[src/vif_pkg.sv]
// Purpose: Shared constants for the video input format block
// Assumes: Byte-wide register port on the device interface
// Notes: Offsets, reset values and field codes of the three format registers
package vif_pkg;
  localparam logic [7:0] ADDR_BUS_CFG = 8'h08;
  localparam logic [7:0] ADDR_IN_FMT = 8'h09;
  localparam logic [7:0] ADDR_OUT_FMT = 8'h0a;
  localparam logic [7:0] ADDR_AVI_LAST = 8'h19;
  localparam logic [7:0] RST_BUS_CFG = 8'h60;
  localparam logic [7:0] RST_FMT = 8'h00;
  localparam int PIX_W = 36;
  localparam int HALF_W = 18;
  localparam logic [3:0] PR_X1 = 4'h0;
  localparam logic [3:0] PR_X2 = 4'h1;
  localparam logic [3:0] PR_X4 = 4'h3;
  localparam logic [1:0] CS_RGB = 2'h0;
  localparam logic [1:0] CS_Y444 = 2'h1;
  localparam logic [1:0] CS_Y422 = 2'h2;
  localparam logic [1:0] CS_BLACK = 2'h3;
  localparam logic [1:0] RNG_AUTO = 2'h0;
  localparam logic [1:0] RNG_ONE = 2'h1;
  localparam logic [1:0] RNG_TWO = 2'h2;
  localparam logic [1:0] DEPTH_8 = 2'h0;
  localparam logic [1:0] DEPTH_16 = 2'h1;
  localparam logic [1:0] DEPTH_12 = 2'h3;
  localparam logic [1:0] RATIO_X1 = 2'h1;
  // Host makes the input pixel clock as a divider of its own clock
  localparam logic [3:0] CLK_HALF_DIV = 4'h3;
endpackage

[src/vif_if.sv]
// Purpose: Pixel bus and register port between host and transmitter
// Assumes: Host drives pixel clock and data; both ends share I_MCLK
// Notes: No clocking block
`timescale 1ns/100ps
interface vif_if;
  logic pix_clk;
  logic [vif_pkg::HALF_W*2-1:0] pix_data;
  logic [7:0] reg_addr;
  logic [7:0] reg_wdata;
  logic reg_wr;
  logic reg_rd;
  logic [7:0] reg_rdata;
  logic sys_ctl_bit4;
  modport host (output pix_clk, pix_data, reg_addr, reg_wdata, reg_wr, reg_rd, sys_ctl_bit4,
    input reg_rdata);
  modport dev (input pix_clk, pix_data, reg_addr, reg_wdata, reg_wr, reg_rd, sys_ctl_bit4,
    output reg_rdata);
endinterface

[src/vif_dev.sv]
// Purpose: Transmitter end: format registers and pixel capture
// Assumes: Pixel clock sampled by I_MCLK, at least 4x slower
// Notes: Space, range and input depth changes apply on write of the last AVI byte
//
// Contract
// Repeat code 0,1,3 gives one,two,four sends
// Falling system control bit 4 clears repeat
// Ratio field selects link clock multiple
// Bus select 1 full, 0 half; reset 1
// Half mode: two edges form one pixel
// Full mode latches on selected edge
// Half mode first half per edge select, high
// Accept 30/36 full, 15/18/24 half widths; half mode here takes only 18 bits per edge
// Reset formats to full-range RGB, zero
// Format selection kept until rewritten or reset
// Format changes pending until AVI last byte; output depth, dither and BT709 apply at once here
// Auto range compresses RGB in, YCbCr out
// Auto range expands YCbCr in, RGB out
// Input range: auto, force, block expansion
// Output range: auto, block, force compression
// Input depth codes; YCbCr only 8 or 12
// Input space code 3 outputs black
// No black mode while protection active; no protection input here, code 3 always gives black
// Output depth field selects 8/16/10/12
// Dither enable bit, conversion standard bit
// Output format 3 behaves as RGB
// Out-of-range clocks need power-down cycling
// Reserved codes stored, previous behaviour kept
//
// Strobed register access was decided locally.
`timescale 1ns/100ps
module vif_dev (
  input wire logic I_MCLK, // System clock
  input wire logic I_RESET_N, // Async reset, active low
  vif_if.dev bus, // Host side
  output logic [35:0] O_PIXEL, // Assembled pixel
  output logic O_PIXEL_VLD, // Pixel strobe, one cycle per send
  output logic [1:0] O_CLK_RATIO, // Link clock ratio
  output logic O_EXPAND, // Range expansion on
  output logic O_COMPRESS, // Range compression on
  output logic O_DITHER, // Dither enable
  output logic O_BT709, // Conversion standard
  output logic [1:0] O_IN_DEPTH, // Effective input depth
  output logic [1:0] O_OUT_DEPTH, // Output depth
  output logic [1:0] O_OUT_SPACE, // Output space code as committed, 3 not mapped to RGB
  output logic O_BLACK // Black mode
);
  logic [7:0] bus_cfg_ff, in_fmt_ff, out_fmt_ff, rdata_ff;
  logic [1:0] in_cs_ff, out_cs_ff, in_rng_ff, out_rng_ff, in_dep_ff;
  logic [3:0] pr_eff_ff;
  logic [2:0] clk_sync_ff;
  logic [35:0] d_sync3_ff;
  logic [35:0] d_sync1_ff, d_sync2_ff, first_ff, pixel_ff;
  logic ctl_sync1_ff, ctl_sync2_ff, ctl_prev_ff, have_first_ff;
  logic [1:0] rep_cnt_ff;
  logic vld_ff, expand_ff, compress_ff, black_ff;
  logic [3:0] nxt_pr_eff;
  logic [1:0] nxt_in_rng, nxt_out_rng, nxt_in_dep;

  function automatic logic ok_range(input logic [1:0] r);
    ok_range = (r != 2'h3);
  endfunction

  wire wr_bus = bus.reg_wr && bus.reg_addr == vif_pkg::ADDR_BUS_CFG;
  wire wr_in = bus.reg_wr && bus.reg_addr == vif_pkg::ADDR_IN_FMT;
  wire wr_out = bus.reg_wr && bus.reg_addr == vif_pkg::ADDR_OUT_FMT;
  wire commit = bus.reg_wr && bus.reg_addr == vif_pkg::ADDR_AVI_LAST;
  wire ctl_fall = ctl_prev_ff && !ctl_sync2_ff;
  wire rise = clk_sync_ff[1] && !clk_sync_ff[2];
  wire fall = !clk_sync_ff[1] && clk_sync_ff[2];
  wire full_mode = bus_cfg_ff[5];
  wire edge_sel = bus_cfg_ff[4];
  wire [3:0] pr_field = bus_cfg_ff[3:0];
  wire pr_ok = pr_field == vif_pkg::PR_X1 || pr_field == vif_pkg::PR_X2 ||
    pr_field == vif_pkg::PR_X4;
  // Full mode samples on the chosen edge; half mode starts on the opposite-named edge
  wire full_take = full_mode && (edge_sel ? fall : rise);
  wire half_first = !full_mode && (edge_sel ? rise : fall);
  wire half_second = !full_mode && have_first_ff && (edge_sel ? fall : rise);
  // The host launches data with the clock edge, so take the word that stood before it
  wire [35:0] half_pix = {first_ff[17:0], d_sync3_ff[17:0]};
  wire new_pix = full_take || half_second;
  wire [1:0] out_cs_e = (out_cs_ff == 2'h3) ? vif_pkg::CS_RGB : out_cs_ff;
  wire in_ycc = in_cs_ff == vif_pkg::CS_Y444 || in_cs_ff == vif_pkg::CS_Y422;
  wire out_ycc = out_cs_e != vif_pkg::CS_RGB;
  wire black = in_cs_ff == vif_pkg::CS_BLACK;
  wire [1:0] in_dep_w = in_fmt_ff[7:6];
  // YCbCr input permits 8 or 12 only; anything else keeps the last good depth
  wire dep_ok = !(in_fmt_ff[1:0] == vif_pkg::CS_Y444 || in_fmt_ff[1:0] == vif_pkg::CS_Y422) ||
    in_dep_w == vif_pkg::DEPTH_8 || in_dep_w == vif_pkg::DEPTH_12;
  wire [1:0] rep_max = (pr_eff_ff == vif_pkg::PR_X4) ? 2'h3 :
    (pr_eff_ff == vif_pkg::PR_X2) ? 2'h1 : 2'h0;

  always_comb begin
    nxt_pr_eff = pr_ok ? pr_field : pr_eff_ff;
    nxt_in_rng = ok_range(in_fmt_ff[3:2]) ? in_fmt_ff[3:2] : in_rng_ff;
    nxt_out_rng = ok_range(out_fmt_ff[3:2]) ? out_fmt_ff[3:2] : out_rng_ff;
    nxt_in_dep = dep_ok ? in_dep_w : in_dep_ff;
  end

  ////////////////////////////////////////////////////////////////////////
  always_ff @(posedge I_MCLK or negedge I_RESET_N) begin
    if (!I_RESET_N) begin
      bus_cfg_ff <= vif_pkg::RST_BUS_CFG;
      in_fmt_ff <= vif_pkg::RST_FMT;
      out_fmt_ff <= vif_pkg::RST_FMT;
      rdata_ff <= 8'h00;
    end else begin
      if (wr_bus) bus_cfg_ff <= bus.reg_wdata;
      else if (ctl_fall) bus_cfg_ff <= {bus_cfg_ff[7:4], 4'h0};
      if (wr_in) in_fmt_ff <= bus.reg_wdata;
      if (wr_out) out_fmt_ff <= bus.reg_wdata;
      rdata_ff <= 8'h00;
      if (bus.reg_rd) begin
        if (bus.reg_addr == vif_pkg::ADDR_BUS_CFG) rdata_ff <= bus_cfg_ff;
        if (bus.reg_addr == vif_pkg::ADDR_IN_FMT) rdata_ff <= in_fmt_ff;
        if (bus.reg_addr == vif_pkg::ADDR_OUT_FMT) rdata_ff <= out_fmt_ff;
      end
    end
  end

  ////////////////////////////////////////////////////////////////////////
  // Applied settings; repeat code, output depth, dither and BT709 act at once, the rest wait
  always_ff @(posedge I_MCLK or negedge I_RESET_N) begin
    if (!I_RESET_N) begin
      in_cs_ff <= vif_pkg::CS_RGB;
      out_cs_ff <= vif_pkg::CS_RGB;
      in_rng_ff <= vif_pkg::RNG_AUTO;
      out_rng_ff <= vif_pkg::RNG_AUTO;
      in_dep_ff <= vif_pkg::DEPTH_8;
      pr_eff_ff <= vif_pkg::PR_X1;
    end else begin
      pr_eff_ff <= nxt_pr_eff;
      if (commit) begin
        in_cs_ff <= in_fmt_ff[1:0];
        out_cs_ff <= out_fmt_ff[1:0];
        in_rng_ff <= nxt_in_rng;
        out_rng_ff <= nxt_out_rng;
        in_dep_ff <= nxt_in_dep;
      end
    end
  end

  ////////////////////////////////////////////////////////////////////////
  // Two-stage synchronisers; the pixel clock is slow against I_MCLK
  always_ff @(posedge I_MCLK or negedge I_RESET_N) begin
    if (!I_RESET_N) begin
      clk_sync_ff <= 3'h0;
      d_sync3_ff <= 36'h0;
      d_sync1_ff <= 36'h0;
      d_sync2_ff <= 36'h0;
      ctl_sync1_ff <= 1'b0;
      ctl_sync2_ff <= 1'b0;
      ctl_prev_ff <= 1'b0;
    end else begin
      clk_sync_ff <= {clk_sync_ff[1:0], bus.pix_clk};
      d_sync3_ff <= d_sync2_ff;
      d_sync1_ff <= bus.pix_data;
      d_sync2_ff <= d_sync1_ff;
      ctl_sync1_ff <= bus.sys_ctl_bit4;
      ctl_sync2_ff <= ctl_sync1_ff;
      ctl_prev_ff <= ctl_sync2_ff;
    end
  end

  ////////////////////////////////////////////////////////////////////////
  always_ff @(posedge I_MCLK or negedge I_RESET_N) begin
    if (!I_RESET_N) begin
      first_ff <= 36'h0;
      have_first_ff <= 1'b0;
      pixel_ff <= 36'h0;
      rep_cnt_ff <= 2'h0;
      vld_ff <= 1'b0;
    end else begin
      vld_ff <= 1'b0;
      if (half_first) begin
        first_ff <= d_sync3_ff;
        have_first_ff <= 1'b1;
      end else if (half_second) begin
        have_first_ff <= 1'b0;
      end
      if (new_pix) begin
        pixel_ff <= black ? 36'h0 : (full_mode ? d_sync3_ff : half_pix);
        rep_cnt_ff <= rep_max;
        vld_ff <= 1'b1;
      end else if (rep_cnt_ff != 2'h0) begin
        rep_cnt_ff <= rep_cnt_ff - 2'h1;
        vld_ff <= 1'b1;
      end
    end
  end

  ////////////////////////////////////////////////////////////////////////
  always_ff @(posedge I_MCLK or negedge I_RESET_N) begin
    if (!I_RESET_N) begin
      expand_ff <= 1'b0;
      compress_ff <= 1'b0;
      black_ff <= 1'b0;
    end else begin
      black_ff <= black;
      expand_ff <= (in_rng_ff == vif_pkg::RNG_ONE) ||
        (in_rng_ff == vif_pkg::RNG_AUTO && in_ycc && !out_ycc);
      compress_ff <= (out_rng_ff == vif_pkg::RNG_TWO) ||
        (out_rng_ff == vif_pkg::RNG_AUTO && !in_ycc && !black && out_ycc);
    end
  end

  assign bus.reg_rdata = rdata_ff;
  assign O_PIXEL = pixel_ff;
  assign O_PIXEL_VLD = vld_ff;
  assign O_CLK_RATIO = bus_cfg_ff[7:6];
  assign O_EXPAND = expand_ff;
  assign O_COMPRESS = compress_ff;
  assign O_DITHER = out_fmt_ff[5];
  assign O_BT709 = out_fmt_ff[4];
  assign O_IN_DEPTH = in_dep_ff;
  assign O_OUT_DEPTH = out_fmt_ff[7:6];
  assign O_OUT_SPACE = out_cs_ff;
  assign O_BLACK = black_ff;
endmodule

[src/flat_wrapper.sv]
// flat-port wrapper written by rule: the top's interface ports become plain ports
module vif_dev_flat 
  (I_MCLK, I_RESET_N, O_PIXEL, O_PIXEL_VLD, O_CLK_RATIO, O_EXPAND, O_COMPRESS, O_DITHER, O_BT709, O_IN_DEPTH, O_OUT_DEPTH, O_OUT_SPACE, O_BLACK, bus_pix_clk, bus_pix_data, bus_reg_addr, bus_reg_wdata, bus_reg_wr, bus_reg_rd, bus_sys_ctl_bit4, bus_reg_rdata);
  vif_if bus_i ();
  input wire logic I_MCLK;
  input wire logic I_RESET_N;
  output logic [35:0] O_PIXEL;
  output logic O_PIXEL_VLD;
  output logic [1:0] O_CLK_RATIO;
  output logic O_EXPAND;
  output logic O_COMPRESS;
  output logic O_DITHER;
  output logic O_BT709;
  output logic [1:0] O_IN_DEPTH;
  output logic [1:0] O_OUT_DEPTH;
  output logic [1:0] O_OUT_SPACE;
  output logic O_BLACK;
  input wire logic [$bits(bus_i.pix_clk)-1:0] bus_pix_clk;
  input wire logic [$bits(bus_i.pix_data)-1:0] bus_pix_data;
  input wire logic [$bits(bus_i.reg_addr)-1:0] bus_reg_addr;
  input wire logic [$bits(bus_i.reg_wdata)-1:0] bus_reg_wdata;
  input wire logic [$bits(bus_i.reg_wr)-1:0] bus_reg_wr;
  input wire logic [$bits(bus_i.reg_rd)-1:0] bus_reg_rd;
  input wire logic [$bits(bus_i.sys_ctl_bit4)-1:0] bus_sys_ctl_bit4;
  output wire logic [$bits(bus_i.reg_rdata)-1:0] bus_reg_rdata;
  assign bus_i.pix_clk = bus_pix_clk;
  assign bus_i.pix_data = bus_pix_data;
  assign bus_i.reg_addr = bus_reg_addr;
  assign bus_i.reg_wdata = bus_reg_wdata;
  assign bus_i.reg_wr = bus_reg_wr;
  assign bus_i.reg_rd = bus_reg_rd;
  assign bus_i.sys_ctl_bit4 = bus_sys_ctl_bit4;
  assign bus_reg_rdata = bus_i.reg_rdata;
  vif_dev u_core (.I_MCLK(I_MCLK), .I_RESET_N(I_RESET_N), .bus(bus_i), .O_PIXEL(O_PIXEL), .O_PIXEL_VLD(O_PIXEL_VLD), .O_CLK_RATIO(O_CLK_RATIO), .O_EXPAND(O_EXPAND), .O_COMPRESS(O_COMPRESS), .O_DITHER(O_DITHER), .O_BT709(O_BT709), .O_IN_DEPTH(O_IN_DEPTH), .O_OUT_DEPTH(O_OUT_DEPTH), .O_OUT_SPACE(O_OUT_SPACE), .O_BLACK(O_BLACK));
endmodule
[config.mk]
export PLATFORM = sky130hd
export DESIGN_NAME = vif_dev_flat
export DESIGN_NICKNAME = d
export VERILOG_FILES = /design/src/vif_pkg.sv /design/src/vif_if.sv /design/src/vif_dev.sv /design/src/flat_wrapper.sv
export SDC_FILE = /design/constraint.sdc
export NUM_CORES = 1
export LEC_CHECK = 0
export ABC_AREA = 1
export ABC_CLOCK_PERIOD_IN_PS = 1520
export CAP_MARGIN = 5
export CORE_UTILIZATION = 50
export DETAILED_ROUTE_END_ITERATION = 8
export DONT_BUFFER_PORTS = 1
export PLACE_DENSITY = 0.65
export REMOVE_ABC_BUFFERS = 1
export SETUP_SLACK_MARGIN = 0.02
export SYNTH_ARGS = -nofsm -noshare
export SYNTH_HDL_FRONTEND = slang
export SYNTH_SLANG_ARGS = --single-unit
[constraint.sdc]
create_clock -name I_MCLK -period 1.52 [get_ports I_MCLK]
set_clock_uncertainty 0.1 [all_clocks]
set_input_delay 0.304 -clock I_MCLK [delete_from_list [all_inputs] [get_ports I_MCLK]]
set_output_delay 0.304 -clock I_MCLK [all_outputs]
set_load 0.02 [all_outputs]
==> results of run 1 <==
cell families (layout without fill, tap and decap cells):
family,Yosys count,after routing,share of synthesized area
AO/OA/AOI/OAI,104,104,0.0686
XOR/XNOR,3,3,0.00341
adder cells (fa/ha/maj),2,2,0.00324
buffers and inverters,96,196,0.0546
flip-flops,221,221,0.717
AND/OR/NAND/NOR,271,271,0.153
per-layer routing:
metal	global-route usage	up-vias
li1	-	2381
met1	0.259	2484
met2	0.337	179
met3	0.0442	34
met4	0.0773	0
met5	0	-
placed cells by master, fill, tap and decap left out, types with 4 or more instances in the layout:
| master | count |
|---|---|
| clkbuf_8 | 6 |
| buf_4 | 19 |
| nor2_4 | 4 |
| o21ai_0 | 59 |
| a21oi_1 | 6 |
| clkbuf_16 | 28 |
| o21ai_1 | 35 |
| dlygate4sd3_1 | 55 |
| inv_1 | 64 |
| buf_12 | 6 |
| nor2_1 | 45 |
| nand4_1 | 5 |
| nand3_1 | 49 |
| dfrtp_1 | 218 |
| buf_6 | 4 |
| nand2_1 | 155 |
worst min-delay path by stage:
stage	endpoint	slack, ns	cells past startpoint
2_1_floorplan	u_core.O_BLACK	-0.09	0
3_5_place_dp	u_core.O_PIXEL[20]	-0.09	0
5_1_grt	u_core.clk_sync_ff[0]	-0.62	0
3_3_place_gp	u_core.d_sync3_ff[24]	-0.08	0
4_1_cts	u_core.clk_sync_ff[0]	-0.62	0
6_report	u_core.bus.reg_rdata[4]	-0.60	0
area by class of cell:
| class | count | area share |
|---|---|---|
| clock buffers | 32 | 0.0698 |
| clock inverters | 7 | 0.00966 |
| inverters | 67 | 0.0262 |
| multi-input cells | 380 | 0.189 |
| flip-flops and latches | 221 | 0.577 |
| well taps | 188 | 0.0245 |
| repair buffers | 90 | 0.104 |
registers in the layout, indices dropped and copies added, names as in the netlist, 3 cells and up:
register and count:
u_core.out_fmt_ff 8, u_core.d_sync2_ff 36, u_core.in_fmt_ff 8, u_core.first_ff 18
u_core.clk_sync_ff 3, u_core.d_sync3_ff 36, u_core.d_sync1_ff 36, u_core.bus_cfg_ff 8
u_core.O_PIXEL 36, u_core.bus.reg_rdata 8, u_core.pr_eff_ff 4
timing repair:
action | CTS | global route
pin swaps | 0 | 0
endpoints found under the hold margin | 297 | 221
endpoints found under the setup margin | 10 | 41
gates cloned | 0 | 6
setup buffers | 0 | 7
gates resized for setup | 2 | 35
power breakdown:
part / leakage [nW] / switching, mW / internal [mW]
Combinational: 1.67 / 0.505 / 0.466
Clock: 0.379 / 2.20 / 3.40
Sequential: 2.69 / 0.509 / 6.43
Total: 4.73 / 3.22 / 10.3
synthesized netlist by cell type, drive strengths merged, types with 2 or more instances:
cell    number  area share
nand4        6      0.0057
o21ai       95       0.062
nor2        51       0.032
xnor2        2      0.0023
nand3       51       0.034
ha           2      0.0032
inv         66       0.032
a21oi        6      0.0039
nand2      159       0.079
dfstp        2      0.0068
or2          2      0.0016
nor3         2      0.0013
buf         19       0.017
clkbuf      10      0.0049
dfrtp      219        0.71
==> metrics.csv, run 1 <==
metric;value;unit
crit_required;1.12;ns
avgViaCountPerCell;5.16;
syn_area_per_cell;11.1;µm²
vias;5078;
ioPinCount;116;
p_total;13.5;mW
hpwl;9120;µm
final_cell_count_no_fill;985;
start_util;0.510;
place_worst_setup_slack;0.0284;ns
route.detailed.drc;0;
fp-row-count;45;
place_area;0.00802;mm²
peakVddDrop;0.00109;V
first_pass_iters;5;
io_buffers;0;
clk_path_buf_depth;3;
cts_inserted_buffers;23;
clk_pin_slew;0.06;ns
multi_input_area;0.00181;mm²
coreArea;0.0151;mm²
first_global_vias;4997;
dieWidth;126;µm
grt_max_degree;222;
cp-start-kind;register;
setup_ws;-0.00868;ns
timing.critical_path.from;u_core.bus_cfg_ff[6];
slew_violations;0;
cp.depth;0;
endpoint;O_CLK_RATIO[0];
min_period_over_period;1.01;
reg2reg_to;u_core.O_PIXEL[5];
register_area;0.00553;mm²
timing_hold_violations_final;221;
ys_warn_count;0;
r2r_cells;4;
critPathMaxFanout;3;
regToRegSetupSlack;0.04;ns
final_area;0.00959;mm²
die_area;0.0159;mm²
insertedDiodeCount;0;
wl_per_cell;16.4;µm
m1WireLength;6840;µm
cp-end-kind;output port;
grt_pass1_wl;25200;µm
synth-edff-count;0;
htreeDepth;1;
fmax;654;MHz
syn_area;0.00772;mm²
holdBufCountCts;56;
drive_gt1_frac;0.115;
worstPathArrival;1.12;ns
rsz0062_at_grt;yes;
synth_cells;697;
finalWorstPathRequiredPeriod;1.53;ns
track_usage;0.202;
fp.dieH;126;µm
setup_violations;1;
slew-limit-headroom;0.727;
final_nets;843;
gp_congestion;0.850;
drtIter0Drc;343;
area_growth;24.2;%
fin_util;0.633;
fin_hold_ws;-0.601;ns
drv_cap;0;
ys_ff_latch;221;
async_flop_share;1.00;
drt-total-wl;16200;µm
leakage;4.73;nW
top_layer;met4;
synth_ff_type;dfrtp_1;
path_class;reg2out;
power_density;1410;mW/mm²
wl_met2;7990;µm
ant_nets;0;
nFillCells;1185;
clock_sinks;221;
reg2reg_from;u_core.bus_cfg_ff[5];
violations;hold timing, setup timing;
max_slew.worst_pin.slew;0.406;ns
finalSetupTns;-0.00868;ns
place_inst;877;
cts_tree;built;
outcome;finished with violations;
clk_latency;0.51;ns
met3_length;941;µm
root_buffer;clkbuf_16;
synthDistinctLibCells;30;
synth-seq-area-share;0.717;
min_path_type;in2async;
grt_overflow_total;0;
antenna_found_initial;0;
(Power assumes the default switching activity.)
==> inputs of run 2 (changes only) <==
--- a/config.mk
+++ b/config.mk
@@ -6,7 +6,7 @@
 export NUM_CORES = 1
 export LEC_CHECK = 0
 export ABC_AREA = 1
-export ABC_CLOCK_PERIOD_IN_PS = 1520
+export ABC_CLOCK_PERIOD_IN_PS = 1400
 export CAP_MARGIN = 5
 export CORE_UTILIZATION = 50
 export DETAILED_ROUTE_END_ITERATION = 8
==> constraint.sdc (replaced) <==
create_clock -name I_MCLK -period 1.4 [get_ports I_MCLK]
set_clock_uncertainty 0.1 [all_clocks]
set_input_delay 0.28 -clock I_MCLK [delete_from_list [all_inputs] [get_ports I_MCLK]]
set_output_delay 0.28 -clock I_MCLK [all_outputs]
set_load 0.02 [all_outputs]
==> metrics.csv, run 2 (synthesized netlist as in run 1, its figures left out) <==
metric;value;unit;change
avgViaCountPerCell;5.14;;-0.33%
critPathMaxFanout;3;;unchanged
nFillCells;1131;;-4.6%
globalRouteMet1Util;0.262;;+0.00306
clk_latency;0.51;ns;about the same
first_pass_iters;5;;unchanged
max_slew.worst_pin.slew;0.395;ns;-0.0115 ns
drv_cap;0;;unchanged
leakage;4.75;nW;+0.37%
outcome;finished with violations;;
final_cell_mix;dfrtp_1, nand2_1, inv_1;;
reg2reg_from;u_core.clk_sync_ff[2];;
fp-row-count;45;;unchanged
setup_ws;-0.0898;ns;-0.0811 ns
endpoint;O_CLK_RATIO[0];;
grt_most_used_layer;met2;;
place_area;0.00809;mm²;+0.84%
drtIter0Drc;452;;+32%
fin_hold_ws;-0.617;ns;-0.0167 ns
coreArea;0.0151;mm²;unchanged
finalWorstPathRequiredPeriod;1.49;ns;
cp-start-kind;register;;
switching_share;0.244;;+0.00566
grt_use_met2;0.339;;+0.00195
clock_sinks;221;;unchanged
die_area;0.0159;mm²;unchanged
dieWidth;126;µm;unchanged
r2r_cells;7;;+3
min_path_type;in2async;;
final_area;0.00972;mm²;+1.4%
wl_per_cell;16.2;µm;-1.2%
peakVddDrop;0.00105;V;-4.0%
violations;hold timing, setup timing;;
setup_violations;40;;+39
clk_pin_slew;0.06;ns;about the same
grt_overflow_total;0;;unchanged
holdBufCountCts;55;;-1.8%
cts_inserted_buffers;23;;unchanged
reg2reg_to;u_core.first_ff[15];;
final_common_cell;dfrtp_1;;
path_class;reg2out;;
cp-end-kind;output port;;
start_util;0.510;;unchanged
route.detailed.drc;0;;unchanged
rsz0062_at_grt;yes;;
p_total;14.7;mW;+8.7%
gp_congestion;0.838;;-1.3%
grt_max_degree;222;;unchanged
slew_violations;0;;unchanged
crit_required;1.02;ns;-0.10 ns
finalSetupTns;-0.807;ns;-0.798 ns
worstPathArrival;1.11;ns;about the same
final_nets;847;;+0.47%
root_buffer;clkbuf_16;;
p_comb_frac;0.078;;+0.006
ant_nets;0;;unchanged
area_growth;26.0;%;
fmax;671;MHz;
power.internal;11.1;mW;+7.9%
sequentialPowerShare;0.516;;+0.003
drive_gt1_frac;0.170;;+0.0550
regToRegSetupSlack;-0.07;ns;-0.11 ns
hpwl;9370;µm;+2.7%
track_usage;0.200;;-0.00147
vias;5097;;+0.37%
grt_pass1_wl;25200;µm;-0.13%
drt-total-wl;16100;µm;-0.46%
insertedDiodeCount;0;;unchanged
ioPinCount;116;;unchanged
antenna_found_initial;0;;unchanged
io_buffers;0;;unchanged
htreeDepth;1;;unchanged
clk_path_buf_depth;3;;unchanged
power_density;1510;mW/mm²;+7.2%
cts_tree;built;;
switching_power;3.58;mW;+11%
timing.critical_path.from;u_core.bus_cfg_ff[6];;
first_global_vias;5072;;+1.5%
slew-limit-headroom;0.737;;+0.00958
min_period_over_period;1.06;;
fp.dieH;126;µm;unchanged
cp.depth;0;;unchanged
grtUsageMet3;0.0391;;-0.00510
pwr-share-clk;0.406;;-0.009
timing_hold_violations_final;223;;+0.90%
run 2: power by group through the flow:
stage / registers [mW] / clock network, mW / logic [mW]
5_1_grt: 7.65 / 6.33 / 1.28
2_1_floorplan: 7.55 / 0 / 0.593
3_3_place_gp: 7.62 / 0 / 0.778
6_report: 7.58 / 5.96 / 1.14
3_5_place_dp: 7.64 / 0 / 0.829
4_1_cts: 7.55 / 6.09 / 0.989
run 2: per-layer routing:
metal | part of all wire | vias to the layer above
met5 | 0 | -
met4 | 0.024 | 0
met3 | 0.052 | 39
met2 | 0.50 | 146
met1 | 0.42 | 2511
li1 | - | 2401
run 2: area by class of cell:
type,instances,area [µm²],area share
Clock buffer,33,673,0.0692
Clock inverter,9,87.6,0.00901
Inverter,67,251,0.0259
Multi-Input combinational cell,380,1890,0.194
Sequential cell,221,5560,0.572
Tap cell,188,235,0.0242
Timing Repair Buffer,94,1030,0.106
run 2: per-stage QoR:
stage                     hold WS, ns  std cells  setup WS [ns]  utilization
final                          -0.617        992        -0.0898        0.642
after global routing           -0.648        992         -0.125        0.642
after CTS                      -0.650        986         -0.102        0.625
after detailed placement       -0.107        886        -0.0634        0.534
after global placement         -0.107        886        -0.0142        0.534
after floorplan                -0.116        668         -0.836            -
run 2: worst min-delay path by stage:
stage / end / slack (ns) / depth (start not counted)
after floorplan: u_core.O_BLACK / -0.12 / 0
after global placement: u_core.d_sync2_ff[24] / -0.11 / 0
after detailed placement: u_core.d_sync2_ff[24] / -0.11 / 0
after CTS: u_core.O_PIXEL[25] / -0.65 / 0
after global routing: u_core.first_ff[7] / -0.65 / 0
final: u_core.d_sync2_ff[24] / -0.62 / 0
run 2: worst reg2reg max path: cells and delay by family (launching register included):
kind	cells	cell delay (ns)
AO/OA/AOI/OAI	2	0.23
AND/OR/NAND/NOR	2	0.24
buffers and inverters	3	0.41
flip-flops	1	0.37
run 2: what timing repair did:
item	in CTS	in global routing
endpoints found under the hold margin	297	221
buffers inserted	3	1
cloned	0	5
setup endpoints to repair	58	78
gates resized for setup	22	78
pin swaps	1	4
==> inputs of run 3 (changes only) <==
--- a/config.mk
+++ b/config.mk
@@ -11,7 +11,8 @@
 export CORE_UTILIZATION = 50
 export DETAILED_ROUTE_END_ITERATION = 8
 export DONT_BUFFER_PORTS = 1
-export PLACE_DENSITY = 0.65
+export PLACE_DENSITY = 0.68
+export RECOVER_POWER = 100
 export REMOVE_ABC_BUFFERS = 1
 export SETUP_SLACK_MARGIN = 0.02
 export SYNTH_ARGS = -nofsm -noshare
==> metrics.csv, run 3 (synthesized netlist as in run 1, its figures left out) <==
metric;value;unit;change
setup_violations;41;;+2.5%
grt_overflow_total;0;;unchanged
root_buffer;clkbuf_16;;
hpwl;9580;µm;+2.2%
track_usage;0.224;;+0.0232
cpMostUsedCell;nand2_4;;
final_cell_mix;dfrtp_1, nand2_1, inv_1;;
die_area;0.0159;mm²;unchanged
timing_hold_violations_final;221;;-0.90%
antenna_found_initial;0;;unchanged
fp.dieH;126;µm;unchanged
leakage;4.91;nW;+3.2%
max_slew.worst_pin.slew;0.607;ns;+0.212 ns
r2r_cells;8;;+1
outcome;finished with violations;;
critPathMaxFanout;8;;+5
worstPathArrival;1.79;ns;+0.68 ns
drtIter0Drc;316;;-30%
drt-total-wl;17200;µm;+6.8%
clk_latency;0.51;ns;about the same
regToRegSetupSlack;-0.1;ns;-0.03 ns
peakVddDrop;0.000830;V;-21%
htreeDepth;1;;unchanged
final_nets;856;;+1.1%
final_common_cell;dfrtp_1;;
ant_nets;0;;unchanged
reg2reg_to;u_core.O_PIXEL[30];;
grt_max_degree;222;;unchanged
ioPinCount;116;;unchanged
wl_per_cell;17.2;µm;+5.8%
holdBufCountCts;53;;-3.6%
fin_hold_ws;-0.628;ns;-0.0110 ns
power_density;1520;mW/mm²;+0.81%
cts_tree;built;;
area_growth;31.1;%;
vias;5197;;+2.0%
route.detailed.drc;0;;unchanged
first_pass_iters;5;;unchanged
fp-row-count;45;;unchanged
slew_violations;0;;unchanged
rsz0062_at_grt;yes;;
avgViaCountPerCell;5.19;;+1.0%
cp-start-kind;register;;
cts_inserted_buffers;23;;unchanged
io_buffers;0;;unchanged
slowest_delay;0.41;ns;
reg2reg_from;u_core.clk_sync_ff[2];;
min_period_over_period;1.07;;+0.00407
first_global_vias;5461;;+7.7%
clk_pin_slew;0.06;ns;about the same
coreArea;0.0151;mm²;unchanged
p_total;15.4;mW;+4.9%
violations;hold timing, setup timing;;
path_class;reg2reg;;
slew-limit-headroom;0.594;;-0.143
dieWidth;126;µm;unchanged
place_worst_setup_slack;-0.0449;ns;+0.0185 ns
grt_pass1_wl;27700;µm;+9.9%
min_path_type;in2async;;
crit_required;1.69;ns;+0.67 ns
cp-end-kind;register;;
start_util;0.510;;unchanged
fmax;669;MHz;-0.38%
gp_congestion;0.806;;-3.9%
finalWorstPathRequiredPeriod;1.50;ns;+0.00570 ns
drive_gt1_frac;0.240;;+0.0695
drv_cap;0;;unchanged
clock_sinks;221;;unchanged
path_cells;inv_2, nand2_4, o21ai_4, nand2_4, buf_12, buf_16, nand2_2, o21ai_1;;
crit_slowest_cell;dfrtp_1;;
clk_path_buf_depth;3;;unchanged
setup_ws;-0.0955;ns;-0.00570 ns
fin_util;0.668;;+0.0259
insertedDiodeCount;0;;unchanged
==> run 3: changes by cell type in the layout (fill, tap and decap cells not counted), sizes merged <==
cell         delta
dlygate4sd3     -2
buf             +6
clkinvlp        +3
inv             +1
clkbuf          -4
nand2           +1
clkinv          +1
bufinv          +3
==> run 3: how the worst max path moves through the flow <==
stage,from,to,slack (ns)
2_1_floorplan,u_core.bus_cfg_ff[5],u_core.O_PIXEL[0],-0.84
3_3_place_gp,u_core.bus_cfg_ff[5],u_core.O_PIXEL[20],0.002
3_5_place_dp,u_core.bus_cfg_ff[5],u_core.O_PIXEL[20],-0.04
4_1_cts,u_core.bus_cfg_ff[6],O_CLK_RATIO[0],-0.10
5_1_grt,u_core.clk_sync_ff[1],u_core.O_PIXEL[10],-0.18
6_report,u_core.clk_sync_ff[2],u_core.O_PIXEL[30],-0.1
==> run 3: power breakdown <==
part / internal (mW) / switching [mW] / leakage (nW) / total [mW]
Combinational: 0.668 / 0.672 / 1.86 / 1.34
Clock: 3.90 / 2.55 / 0.397 / 6.46
Sequential: 7.00 / 0.608 / 2.65 / 7.61
Total: 11.6 / 3.83 / 4.91 / 15.4
==> run 3: stage by stage <==
step                instances  cell area [µm²]  setup TNS (ns)
global route             1001            10100           -5.59
CTS                       997             9940           -1.31
finish                   1001            10100           -2.39
global placement          883             8040               0
detailed placement        883             8040          -0.302
floorplan                 668             7550          -38.87
==> run 3: layer usage <==
metal  share of wire  track usage  up-vias
li1                -            -     2422
met1            0.39        0.269     2566
met2            0.52        0.396      168
met3           0.062       0.0501       41
met4           0.027       0.0794        0
met5               0            0        -
==> run 3: layout make-up <==
cell class	count	area (µm²)
Tap cell	188	235
Clock inverter	17	218
Sequential cell	221	5570
Clock buffer	25	603
Fill cell	1085	5030
Inverter	67	251
Multi-Input combinational cell	381	2020
Timing Repair Buffer	102	1210
==> run 3: what timing repair did <==
item | in CTS | in global routing
gates resized for setup | 123 | 49
pin swaps | 5 | 2
hold endpoints to repair | 297 | 221
buffers inserted | 10 | 3
setup endpoints to repair | 64 | 85
gates cloned | 9 | 3
==> run 3: critical path: cells and delay by family (launching register included) <==
family	cells	cell delay [ns]
buf+inv	3	0.41
compound gates	2	0.22
flops	1	0.41
simple gates	3	0.23
